`src/common/fhc_pkg.sv`:
```
// package for the flash command host: bus timing, command codes, query offsets
// assumes a 16-bit parallel flash on an asynchronous bus, host clock 100 MHz
package fhc_pkg;

  // ***************
  // widths
  // ***************
  localparam int ADDR_W = 22;
  localparam int DATA_W = 16;

  // ***************
  // timing
  // ***************
  localparam int CLK_PERIOD_NS = 10;
  localparam int STROBE_NS     = 60;
  localparam int SETUP_NS      = 20;
  localparam int HOLD_NS       = 20;
  localparam int READ_NS       = 90;
  localparam logic [7:0] STROBE_CYC = 8'((STROBE_NS + CLK_PERIOD_NS - 1) / CLK_PERIOD_NS);
  localparam logic [7:0] SETUP_CYC  = 8'((SETUP_NS + CLK_PERIOD_NS - 1) / CLK_PERIOD_NS);
  localparam logic [7:0] HOLD_CYC   = 8'((HOLD_NS + CLK_PERIOD_NS - 1) / CLK_PERIOD_NS);
  localparam logic [7:0] READ_CYC   = 8'((READ_NS + CLK_PERIOD_NS - 1) / CLK_PERIOD_NS);

  // ***************
  // command values and unlock addresses
  // ***************
  localparam logic [ADDR_W-1:0] UNLOCK1_ADDR  = 22'h000555;
  localparam logic [ADDR_W-1:0] UNLOCK2_ADDR  = 22'h0002aa;
  localparam logic [DATA_W-1:0] UNLOCK1_DATA  = 16'h00aa;
  localparam logic [DATA_W-1:0] UNLOCK2_DATA  = 16'h0055;
  localparam logic [DATA_W-1:0] AUTOSEL_DATA  = 16'h0090;
  localparam logic [DATA_W-1:0] RESET_DATA    = 16'h00f0;
  localparam logic [DATA_W-1:0] QUERY_DATA    = 16'h0098;
  localparam logic [ADDR_W-1:0] QUERY_ADDR    = 22'h000055;
  localparam logic [ADDR_W-1:0] ABORT_RST_A3  = 22'h000555;

  // ***************
  // identifier and query word offsets
  // ***************
  localparam logic [7:0] ID_MFR_OFS    = 8'h00;
  localparam logic [7:0] ID_DEV1_OFS   = 8'h01;
  localparam logic [7:0] ID_PROT_OFS   = 8'h02;
  localparam logic [7:0] ID_LOCK_OFS   = 8'h03;
  localparam logic [7:0] ID_DEV2_OFS   = 8'h0e;
  localparam logic [7:0] ID_DEV3_OFS   = 8'h0f;
  localparam logic [7:0] EXT_TAG_OFS   = 8'h40;
  localparam logic [7:0] EXT_MAJOR_OFS = 8'h43;
  localparam logic [7:0] EXT_MINOR_OFS = 8'h44;
  localparam logic [7:0] EXT_UNLK_OFS  = 8'h45;
  localparam logic [7:0] EXT_SUSP_OFS  = 8'h46;
  localparam logic [7:0] EXT_PROT_OFS  = 8'h49;
  localparam logic [7:0] EXT_BOOT_OFS  = 8'h4f;

  // ***************
  // status bits read from the flash
  // ***************
  localparam int TIMEOUT_STATUS_BIT      = 5;
  localparam int BUFFER_ABORT_STATUS_BIT = 1;

  // ***************
  // user operations
  // ***************
  typedef enum logic [2:0] {
    OP_READ        = 3'b000,
    OP_WRITE_RAW   = 3'b001,
    OP_RESET       = 3'b010,
    OP_AUTOSELECT  = 3'b011,
    OP_ID_READ     = 3'b100,
    OP_QUERY       = 3'b101,
    OP_ABORT_RESET = 3'b110
  } fhc_op_type;

  typedef struct packed {
    fhc_op_type              op;
    logic [ADDR_W-1:0]       addr;
    logic [DATA_W-1:0]       data;
  } fhc_req_type;

  typedef struct packed {
    logic                    ceN;
    logic                    weN;
    logic                    oeN;
    logic [ADDR_W-1:0]       addr;
    logic [DATA_W-1:0]       dqOut;
    logic                    dqOe;
  } fhc_pins_type;

  // word offset to byte offset when the bus is byte wide
  function automatic logic [ADDR_W-1:0] bus_ofs(input logic byteMode,
                                                input logic [ADDR_W-1:0] wordOfs);
    bus_ofs = byteMode ? {wordOfs[ADDR_W-2:0], 1'b0} : wordOfs;
  endfunction : bus_ofs

endpackage : fhc_pkg

```
`src/core/fhc_host.sv`:
```
// host controller issuing reset, autoselect and query sequences to a nor flash
// assumes the flash is in array read after power-up and samples pins on core_clk
//
// Operation
// - issue only valid command sequences; reset recovers; this host passes any OP_WRITE_RAW write through unchecked
// - timeout status high: host writes reset; this host only sets timeoutSeen and leaves the caller to request OP_RESET
// - buffer abort status: send abort reset sequence; this host only sets abortSeen and leaves the caller to request OP_ABORT_RESET
// - two unlocks then autoselect command
`timescale 1ns/10ps
module fhc_host
(
  // clock and reset
  input  wire logic                       core_clk,
  input  wire logic                       rstn,
  input  wire logic                       clkEn,
  // user side
  input  wire logic                       reqValid,
  input  fhc_pkg::fhc_req_type            req,
  input  wire logic                       byteMode,
  output logic                            reqReady,
  output logic                            rspValid,
  output logic [fhc_pkg::DATA_W-1:0]      rspData,
  output logic                            timeoutSeen,
  output logic                            abortSeen,
  output logic                            inAutoselect,
  // flash pins
  input  wire logic [fhc_pkg::DATA_W-1:0] dqIn,
  output fhc_pkg::fhc_pins_type           flashPins
);
  import fhc_pkg::*;

  // ***************
  // sequencer
  // ***************
  typedef enum logic [1:0] {
    S_IDLE = 2'b00,
    S_RUN  = 2'b01,
    S_WAIT = 2'b10
  } fhc_seq_type;

  fhc_seq_type       state, next_state;
  fhc_op_type        op, next_op;
  logic [ADDR_W-1:0] uAddr, next_uAddr;
  logic [DATA_W-1:0] uData, next_uData;
  logic [1:0]        step, next_step;
  logic              modeId, next_modeId;
  logic              next_reqReady, next_rspValid, next_timeoutSeen, next_abortSeen;
  logic [DATA_W-1:0] next_rspData;

  logic              cycStart, cycWrite, cycDone;
  logic [ADDR_W-1:0] cycAddr;
  logic [DATA_W-1:0] cycData, cycRdata;

  fhc_bus_cycle uCycle
  (
    .core_clk (core_clk),
    .rstn     (rstn),
    .clkEn    (clkEn),
    .start    (cycStart),
    .isWrite  (cycWrite),
    .addr     (cycAddr),
    .wdata    (cycData),
    .done     (cycDone),
    .rdata    (cycRdata),
    .dqIn     (dqIn),
    .pins     (flashPins)
  );

  // number of bus cycles minus one per operation
  function automatic logic [1:0] last_step(input fhc_op_type o);
    unique case (o)
      OP_AUTOSELECT, OP_ABORT_RESET: last_step = 2'd2;
      default:                       last_step = 2'd0;
    endcase
  endfunction : last_step

  // ***************
  // bus cycle selection
  // ***************
  always_comb
  begin
    cycWrite = 1'b1;
    cycAddr  = uAddr;
    cycData  = uData;
    unique case (op)
      OP_READ, OP_ID_READ:
      begin
        // plain array read, or identifier/query word offset, doubled to a byte offset in byte mode
        cycWrite = 1'b0;
        cycAddr  = (op == OP_ID_READ) ? bus_ofs(byteMode, uAddr) : uAddr;
      end
      OP_RESET:
      begin
        cycAddr = '0;
        cycData = RESET_DATA;
      end
      OP_AUTOSELECT, OP_ABORT_RESET:
        unique case (step)
          2'd0:
          begin
            cycAddr = bus_ofs(byteMode, UNLOCK1_ADDR);
            cycData = UNLOCK1_DATA;
          end
          2'd1:
          begin
            cycAddr = bus_ofs(byteMode, UNLOCK2_ADDR);
            cycData = UNLOCK2_DATA;
          end
          default:
          begin
            cycAddr = bus_ofs(byteMode, (op == OP_ABORT_RESET) ? ABORT_RST_A3 : UNLOCK1_ADDR);
            cycData = (op == OP_ABORT_RESET) ? RESET_DATA : AUTOSEL_DATA;
          end
        endcase
      OP_QUERY:
      begin
        cycAddr = bus_ofs(byteMode, QUERY_ADDR);
        cycData = QUERY_DATA;
      end
      default:
        cycAddr = uAddr;
    endcase
  end

  assign cycStart = (state == S_RUN);

  always_comb
  begin
    next_state       = state;
    next_op          = op;
    next_uAddr       = uAddr;
    next_uData       = uData;
    next_step        = step;
    next_modeId      = modeId;
    next_reqReady    = reqReady;
    next_rspValid    = 1'b0;
    next_rspData     = rspData;
    next_timeoutSeen = timeoutSeen;
    next_abortSeen   = abortSeen;
    unique case (state)
      S_IDLE:
        if (reqValid && reqReady)
        begin
          next_op       = req.op;
          next_uAddr    = req.addr;
          next_uData    = req.data;
          next_step     = 2'd0;
          next_reqReady = 1'b0;
          next_state    = S_RUN;
        end
      S_RUN:
        next_state = S_WAIT;
      S_WAIT:
        if (cycDone)
        begin
          if (step != last_step(op))
          begin
            next_step  = step + 2'd1;
            next_state = S_RUN;
          end
          else
          begin
            if (op == OP_READ || op == OP_ID_READ)
            begin
              next_rspData = cycRdata;
              // status bits of a polled read; caller must follow with reset
              if (cycRdata[TIMEOUT_STATUS_BIT])
                next_timeoutSeen = 1'b1;
              if (cycRdata[BUFFER_ABORT_STATUS_BIT])
                next_abortSeen = 1'b1;
            end
            if (op == OP_AUTOSELECT || op == OP_QUERY)
              next_modeId = 1'b1;
            if (op == OP_RESET || op == OP_ABORT_RESET)
            begin
              // leaves autoselect/query and aborts pending sequences
              next_modeId      = 1'b0;
              next_timeoutSeen = 1'b0;
              next_abortSeen   = 1'b0;
            end
            next_rspValid = 1'b1;
            next_reqReady = 1'b1;
            next_state    = S_IDLE;
          end
        end
      default:
        next_state = S_IDLE;
    endcase
  end

  always_ff @(posedge core_clk or negedge rstn)
  begin
    if (!rstn)
    begin
      state       <= S_IDLE;
      op          <= OP_READ;
      uAddr       <= '0;
      uData       <= '0;
      step        <= 2'd0;
      modeId      <= 1'b0;
      reqReady    <= 1'b1;
      rspValid    <= 1'b0;
      rspData     <= 16'h0000;
      timeoutSeen <= 1'b0;
      abortSeen   <= 1'b0;
    end
    else if (clkEn)
    begin
      state       <= next_state;
      op          <= next_op;
      uAddr       <= next_uAddr;
      uData       <= next_uData;
      step        <= next_step;
      modeId      <= next_modeId;
      reqReady    <= next_reqReady;
      rspValid    <= next_rspValid;
      rspData     <= next_rspData;
      timeoutSeen <= next_timeoutSeen;
      abortSeen   <= next_abortSeen;
    end
  end

  assign inAutoselect = modeId;

endmodule : fhc_host

```
`src/core/fhc_bus_cycle.sv`:
```
// one asynchronous bus cycle (write or read) on the flash pins
// assumes a single clock; pin inputs are synchronous to core_clk
`timescale 1ns/10ps
module fhc_bus_cycle
(
  // clock and reset
  input  wire logic                       core_clk,
  input  wire logic                       rstn,
  input  wire logic                       clkEn,
  // request
  input  wire logic                       start,
  input  wire logic                       isWrite,
  input  wire logic [fhc_pkg::ADDR_W-1:0] addr,
  input  wire logic [fhc_pkg::DATA_W-1:0] wdata,
  output logic                            done,
  output logic [fhc_pkg::DATA_W-1:0]      rdata,
  // flash pins
  input  wire logic [fhc_pkg::DATA_W-1:0] dqIn,
  output fhc_pkg::fhc_pins_type           pins
);
  import fhc_pkg::*;

  typedef enum logic [1:0] {
    C_IDLE  = 2'b00,
    C_SETUP = 2'b01,
    C_STRB  = 2'b10,
    C_HOLD  = 2'b11
  } fhc_cyc_type;

  fhc_cyc_type  state, next_state;
  logic [7:0]   cnt, next_cnt;
  logic         wr, next_wr;
  fhc_pins_type next_pins;
  logic         next_done;
  logic [DATA_W-1:0] next_rdata;

  always_comb
  begin
    next_state = state;
    next_cnt   = cnt;
    next_wr    = wr;
    next_pins  = pins;
    next_done  = 1'b0;
    next_rdata = rdata;
    unique case (state)
      C_IDLE:
        if (start)
        begin
          next_wr         = isWrite;
          next_pins.addr  = addr;
          next_pins.dqOut = wdata;
          next_pins.dqOe  = ~isWrite;
          next_pins.ceN   = 1'b0;
          next_cnt        = SETUP_CYC;
          next_state      = C_SETUP;
        end
      C_SETUP:
        if (cnt <= 8'h01)
        begin
          // address caught by the later falling strobe (weN after ceN)
          next_pins.weN = ~wr;
          next_pins.oeN = wr;
          next_cnt      = wr ? STROBE_CYC : READ_CYC;
          next_state    = C_STRB;
        end
        else
          next_cnt = cnt - 8'h01;
      C_STRB:
        if (cnt <= 8'h01)
        begin
          // data caught by the first rising strobe, held on dq
          next_pins.weN = 1'b1;
          next_pins.oeN = 1'b1;
          if (!wr)
            next_rdata = dqIn;
          next_cnt   = HOLD_CYC;
          next_state = C_HOLD;
        end
        else
          next_cnt = cnt - 8'h01;
      C_HOLD:
        if (cnt <= 8'h01)
        begin
          next_pins.ceN  = 1'b1;
          next_pins.dqOe = 1'b1;
          next_done      = 1'b1;
          next_state     = C_IDLE;
        end
        else
          next_cnt = cnt - 8'h01;
    endcase
  end

  always_ff @(posedge core_clk or negedge rstn)
  begin
    if (!rstn)
    begin
      state <= C_IDLE;
      cnt   <= 8'h00;
      wr    <= 1'b0;
      done  <= 1'b0;
      rdata <= 16'h0000;
      pins  <= '{ceN: 1'b1, weN: 1'b1, oeN: 1'b1, addr: '0, dqOut: '0, dqOe: 1'b1};
    end
    else if (clkEn)
    begin
      state <= next_state;
      cnt   <= next_cnt;
      wr    <= next_wr;
      done  <= next_done;
      rdata <= next_rdata;
      pins  <= next_pins;
    end
  end

endmodule : fhc_bus_cycle

```
`config.mk`:
```
export PLATFORM = sky130hd
export DESIGN_NAME = fhc_host
export DESIGN_NICKNAME = d
export VERILOG_FILES = /design/src/common/fhc_pkg.sv /design/src/core/fhc_host.sv /design/src/core/fhc_bus_cycle.sv
export SDC_FILE = /design/constraint.sdc
export NUM_CORES = 1
export LEC_CHECK = 0
export ABC_CLOCK_PERIOD_IN_PS = 1800
export BUFFER_PORTS_ARGS = -buffer_cell sky130_fd_sc_hd__buf_2
export CAP_MARGIN = 20
export CORE_MARGIN = 2
export CORE_UTILIZATION = 52
export CTS_BUF_LIST = sky130_fd_sc_hd__clkbuf_4 sky130_fd_sc_hd__clkbuf_8
export DETAILED_ROUTE_END_ITERATION = 12
export PLACE_DENSITY_LB_ADDON = 0.1
export SLEW_MARGIN = 10
export SYNTH_ARGS = -nofsm -noshare
export SYNTH_HDL_FRONTEND = slang
export SYNTH_SLANG_ARGS = --single-unit
```
`constraint.sdc`:
```
create_clock -name core_clk -period 1.8 [get_ports core_clk]
set_input_delay 0.09 -clock core_clk [delete_from_list [all_inputs] [get_ports core_clk]]
set_output_delay 0.09 -clock core_clk [all_outputs]
set_load 0.1 [all_outputs]
```
Word level (Yosys, flattened, before mapping)
Cells that the tools add are included.

cells by class
  bitwise operators = 2
  order comparisons = 1
  muxes and demuxes = 57
  equality and inequality tests = 21
  reductions and logical operators = 31
  $add $sub $neg = 2

operator list
  operator                                                               count
  22-bit one-hot mux with 4 select lines                                 1
  16-bit one-hot mux with 3 select lines                                 1
  22-bit two-way mux                                                     2
  8-bit two-way mux                                                      5
  8-bit one-hot mux with 4 select lines                                  1
  2-bit two-way mux                                                      13
  5-bit AND reduction                                                    5
  12-bit two-way mux                                                     2
  1-bit two-way mux                                                      21
  8-bit one-hot mux with 2 select lines                                  1
  2-bit nonzero test                                                     7
  3-bit AND reduction                                                    4
  4-bit AND reduction                                                    3
  6-bit AND reduction                                                    2
  11-bit two-way mux                                                     1
  2-bit != test, second input constant                                   5
  3-bit equality test, second input constant                             3
  8-bit by 1-bit <= comparator with 1-bit output, second input constant  1
  2-bit by 1-bit != test with 1-bit output, second input constant        4
  2-bit one-hot mux with 2 select lines                                  2
  2-bit one-hot mux with 4 select lines                                  1
  8-bit by 1-bit subtractor with 8-bit output, second input constant     1
  7-bit two-way mux                                                      1
  2-bit by 1-bit equality test with 1-bit output, second input constant  3
  13 further kinds                                                       24

word-level totals
  bits of input ports = 62
  output and inout port bits = 63
  flip-flop bits (word level) = 136

Depth between registers and ports, before layout
  depth after elaboration = 9
  depth in mapped cells = 8

Modules after synthesis
From an unflattened synthesis, not the netlist that was laid out.

second synthesis, totals
  cell total of the unflattened synthesis = 528
  area, all modules = 6500.0 µm²

by module, submodules not included
  module         cells each  area each (µm²)  seq. area each (µm²)  instances
  fhc_host       298         3407.0           1652.8                1
  fhc_bus_cycle  230         3093.0           1756.7                1

Worst setup path before layout
OpenSTA, ideal clock, no wires.

  path type = register to register
  from = register reqReady
  to = register uAddr[7]
  slack = -0.374 ns
  data arrival time = 2.049 ns
  stages on the path, launching flop included = 5
  period minus slack after synthesis = 2.174 ns
  required time = 1.675 ns
  cells stage by stage = dfstp_2 > nand2_1 > nor3_2 > clkbuf_1 > mux2_2

between the ends
  word-level cells in the longest chain between the ends = 2

ends and longest elaborated chain
  what                           RTL line         text
  from (decl)                    fhc_host.sv:20   output logic reqReady,
  from (signal assigned)         fhc_host.sv:215  reqReady <= next_reqReady;
  1-bit logical AND              fhc_host.sv:142  if (reqValid && reqReady)
  3-bit AND reduction (no line)  n/a
  to (signal assigned)           fhc_host.sv:211  uAddr <= next_uAddr;
  to (decl)                      fhc_host.sv:43   logic [ADDR_W-1:0] uAddr, next_uAddr;

No other way between the ends.
A chain may end at the register's enable or synchronous reset.

Final worst setup path
  from = register uCycle.cnt[3]
  to = register uCycle.rdata[6] in the netlist's numbering

between the ends
  word-level cells in the longest chain between the ends = 2

ends and longest elaborated chain
  what                                            RTL line              text
  from (decl)                                     fhc_bus_cycle.sv:31   logic [7:0] cnt, next_cnt;
  from (signal assigned)                          fhc_bus_cycle.sv:108  cnt <= next_cnt;
  8-bit by 1-bit <= comparator with 1-bit output  fhc_bus_cycle.sv:69   if (cnt <= 8'h01)
  4-bit AND reduction (no line)                   n/a
  to (signal assigned)                            fhc_bus_cycle.sv:111  rdata <= next_rdata;
  to (decl)                                       fhc_bus_cycle.sv:16   output logic [fhc_pkg::DATA_W-1:0] rdata,

No other way between the ends.

==> impl_metrics.prom <==
# TYPE chip_impl_metric gauge
chip_impl_metric{name="floorplan.die_area",unit="mm²"} 0.0132
chip_impl_metric{name="synth_warnings",unit=""} 0
chip_impl_info{name="critPathTopFamily",value="simple AND/OR/NAND/NOR gates"} 1
chip_impl_metric{name="min_period_over_period",unit="%"} 106
chip_impl_metric{name="dieWidth",unit="µm"} 115
chip_impl_metric{name="netlist_area_before_placement",unit="mm²"} 0.00641
chip_impl_metric{name="grt_pass1_wl",unit="mm"} 26.7
chip_impl_metric{name="clk-insertion-delay-late",unit="ps"} 450
chip_impl_metric{name="timing.max_cap.violations",unit=""} 0
chip_impl_metric{name="htree_levels",unit=""} 4
chip_impl_metric{name="synth_enable_flop_cells",unit=""} 0
chip_impl_metric{name="starting_density",unit="%"} 53.4
chip_impl_metric{name="synthesis.instances",unit=""} 571
chip_impl_info{name="timing.critical_path.to_type",value="register"} 1
chip_impl_metric{name="grt_use_total",unit="%"} 25.9
chip_impl_info{name="critical_path.slowest_cell",value="dfrtp_2"} 1
chip_impl_info{name="cells_along_the_critical_path",value="nor4_4 > nand3_4 > nor4b_4 > buf_4 > clkbuf_16 > mux2_2"} 1
chip_impl_metric{name="count_of_port_buffers_added_during_placement",unit=""} 124
chip_impl_metric{name="path_clk_slew",unit="ps"} 80
chip_impl_metric{name="syn_area_per_cell",unit="µm²"} 11.2
chip_impl_metric{name="cpPeakStageDelay",unit="ps"} 450
chip_impl_info{name="clock_tree_from_tritoncts",value="built"} 1
chip_impl_metric{name="vias_in_the_first_global_route",unit=""} 5414
chip_impl_metric{name="timing.final.crit_period",unit="ps"} 1910
chip_impl_metric{name="clock.fmax",unit="MHz"} 525
chip_impl_metric{name="timing.critical_path.buf_inv",unit=""} 2
chip_impl_metric{name="fraction_of_final_layout_cells_sized_beyond_drive_strength_1",unit="%"} 43.8
chip_impl_metric{name="place.detailed.instances",unit=""} 872
chip_impl_metric{name="syn-num-nets",unit=""} 645
chip_impl_info{name="synth_commonest_cells",value="dfrtp_1 (131), mux2_2 (64), nand2_1 (58), nor2_1 (41), o21ai_0 (40)"} 1
chip_impl_metric{name="drt-initial-drc-count",unit=""} 314
chip_impl_metric{name="antenna_found_initial",unit=""} 0
chip_impl_metric{name="leakage",unit="µW"} 0.00459
chip_impl_metric{name="total_vias_in_the_final_route",unit=""} 5374
chip_impl_info{name="critical_path_class",value="register to register"} 1
chip_impl_info{name="critPathLaunchType",value="register"} 1
chip_impl_metric{name="pin_count",unit=""} 125
chip_impl_metric{name="layout.cells.non_filler",unit=""} 975
chip_impl_info{name="cts_root_buf",value="clkbuf_8"} 1
chip_impl_metric{name="post-layout-total-power",unit="µW"} 13800
chip_impl_metric{name="gp_congestion",unit=""} 0.896
chip_impl_metric{name="slew_headroom",unit="%"} 65.6
chip_impl_metric{name="n_antenna_cell",unit=""} 0
chip_impl_metric{name="post_drt_wl_per_cell",unit="µm"} 17.8
chip_impl_metric{name="place_hpwl",unit="mm"} 11.0
chip_impl_info{name="post-synth-top-count-cell",value="dfrtp_1"} 1
chip_impl_metric{name="gr-total-overflow",unit=""} 0
chip_impl_metric{name="hold_violations",unit=""} 0
chip_impl_metric{name="vdd.ir_drop.worst",unit="mV"} 1.35
chip_impl_metric{name="cp_data_required_time",unit="ps"} 2140
chip_impl_metric{name="synth_largest_type_area_fraction",unit="%"} 51.1
chip_impl_metric{name="routed_via_count_divided_by_cell_count",unit=""} 5.51
chip_impl_metric{name="grt_max_degree",unit=""} 47
chip_impl_info{name="outcome",value="finished, violations left"} 1
chip_impl_metric{name="drt-pass1-iter-count",unit=""} 5
chip_impl_info{name="dominantRegCellSynth",value="dfrtp_1"} 1
chip_impl_metric{name="finClkSkew",unit="ps"} 9.20
chip_impl_metric{name="asyncSetResetFlopFracSynth",unit="%"} 100
chip_impl_info{name="post-synth-top-area-cell",value="dfrtp_1"} 1
chip_impl_info{name="violated_checks",value="negative setup slack"} 1
chip_impl_metric{name="cp.arrival",unit="ps"} 2240
chip_impl_metric{name="postSynthRegisterBits",unit=""} 136
chip_impl_metric{name="cts.sink_count",unit=""} 136
chip_impl_metric{name="core-area",unit="mm²"} 0.0120
chip_impl_metric{name="final_max_slew_viol_count",unit=""} 0
chip_impl_metric{name="clock_path_buffers",unit=""} 2
chip_impl_metric{name="worst-slew-pin-transition",unit="ps"} 515
chip_impl_metric{name="postLayoutSetupSlackWorst",unit="ps"} -107
chip_impl_metric{name="die_h",unit="µm"} 115
chip_impl_metric{name="route.detailed.drc",unit=""} 0
chip_impl_metric{name="drtAntennaViolNets",unit=""} 0
chip_impl_metric{name="nNetsFinal",unit=""} 889
chip_impl_metric{name="placementRows",unit=""} 40
chip_impl_metric{name="tritoncts.num_buffers",unit=""} 17
chip_impl_metric{name="timing.critical_path.fanout_max",unit=""} 8
chip_impl_info{name="min_path_type",value="input port to register"} 1
chip_impl_metric{name="ys_seq_area_share",unit="%"} 53.1
chip_impl_metric{name="setup_viol_count_final",unit=""} 17
chip_impl_info{name="grt_setup_unrepaired",value="yes"} 1
chip_impl_metric{name="routed_wirelength",unit="mm"} 17.4
chip_impl_metric{name="total_power_per_unit_cell_area",unit="mW/mm²"} 1500
chip_impl_metric{name="synthDistinctLibCells",unit=""} 65
chip_impl_metric{name="areaGrowthSynthToFinish",unit="%"} 43.5
chip_impl_info{name="synthTopCellsByArea",value="dfrtp_1 (51%), mux2_2 (11%), nand2_1 (3.4%), o21ai_0 (3.1%), nor2_1 (2.4%)"} 1
## cell families after synthesis
group	after synthesis	synth area share, %
compound gates	121	12.9
simple gates	156	12.2
mux	86	14.9
flops	136	53.1
fa+ha+maj	15	2.81
xor+xnor	5	0.683
buf+inv	52	3.39
## area by class of cell
class                   instances  area [µm²]
fillers                       793        2810
inverters                      18        67.6
clock buffers                  20         269
flip-flops and latches        136        3420
multi-input cells             384        3180
clock inverters                12         143
repair buffers                258        1940
well taps                     147         184
## path summary, 6_finish.rpt
kind                                              from                           to  slack [ps]  cells past startpoint
setup / recovery             uCycle.cnt[3]$_DFFE_PN0P_  uCycle.rdata[6]$_DFFE_PN0P_        -110                      6
setup reg to reg             uCycle.cnt[3]$_DFFE_PN0P_  uCycle.rdata[6]$_DFFE_PN0P_        -110                      6
max in group asynchronous                         rstn  uCycle.pins[39]$_DFFE_PN1P_         970                      3
hold reg to reg            uCycle.pins[10]$_DFFE_PN0P_  uCycle.pins[10]$_DFFE_PN0P_         470                      2
min in group asynchronous                         rstn    uCycle.cnt[6]$_DFFE_PN0P_         130                      2
hold / removal                                   clkEn         rspValid$_DFFE_PN0P_          40                      3
## power by group
part / leakage, µW / internal, µW / switching, µW
logic: 0.00256 / 2480 / 4230
clock network: 0.000208 / 1340 / 1260
registers: 0.00182 / 3860 / 624
total: 0.00459 / 7690 / 6120
## worst min-delay path, stage by stage
cell and delay (ps):
buf_2 130, inv_1 110, a21o_1 120
## what timing repair did
action | 4_1_cts | 5_1_grt
gates resized for setup | 12 | 44
hold buffers | 58 | 0
hold endpoints to repair | 147 | 0
cloned | 0 | 4
pin swaps | 2 | 4
setup endpoints to repair | 32 | 73
setup buffers | 3 | 6
## per-stage QoR
| step | hold slack [ps] | TNS, ps | worst slack (ps) | utilization (%) | cell area, µm² |
|---|---|---|---|---|---|
| floorplan | -206 | -3650 | -185 | - | 6620 |
| global placement | 29.7 | -1160 | -83.1 | 65.1 | 7820 |
| detailed placement | 37.8 | -1780 | -102 | 65.1 | 7820 |
| CTS | 19.4 | -794 | -58.7 | 74.0 | 8880 |
| global route | 24.1 | -2980 | -167 | 76.6 | 9200 |
| finish | 41.7 | -1410 | -107 | 76.6 | 9200 |
## state kept, by name, summed over array words and instances, names as in the netlist, 3 cells and up
signal / count
uCycle.cnt: 8
uCycle.pins: 42
uData: 16
op: 3
rspData: 16
uAddr: 22
uCycle.rdata: 16
## per-layer routing
metal	wire [µm]	vias to the layer above	track usage [%]	share of wire [%]
met4	249	0	7.95	1.4
met1	7440	2661	33.1	43
met2	8790	158	43.6	50
li1	-	2530	-	-
met3	927	25	6.43	5.3
met5	0	-	0	0
## cells in the final DEF, fill, tap and decap left out, types with 4 or more instances in the layout
cell type	n
nand2_1	57
dfrtp_1	128
o21ai_1	5
buf_4	64
dfstp_2	4
o21a_1	8
clkbuf_8	19
buf_12	9
nor2_1	39
mux2_2	32
dlygate4sd3_1	58
mux2_4	43
nand3b_1	4
ha_1	7
clkinv_4	5
inv_2	5
inv_1	12
nand3_1	11
a221oi_2	9
a31oi_1	8
a221oi_1	5
nor2b_1	6
mux2i_1	12
o21ai_0	35
a21o_1	5
buf_2	123
nand2b_1	6
a21oi_1	8
o211ai_1	4
(Power assumes the default switching activity.)
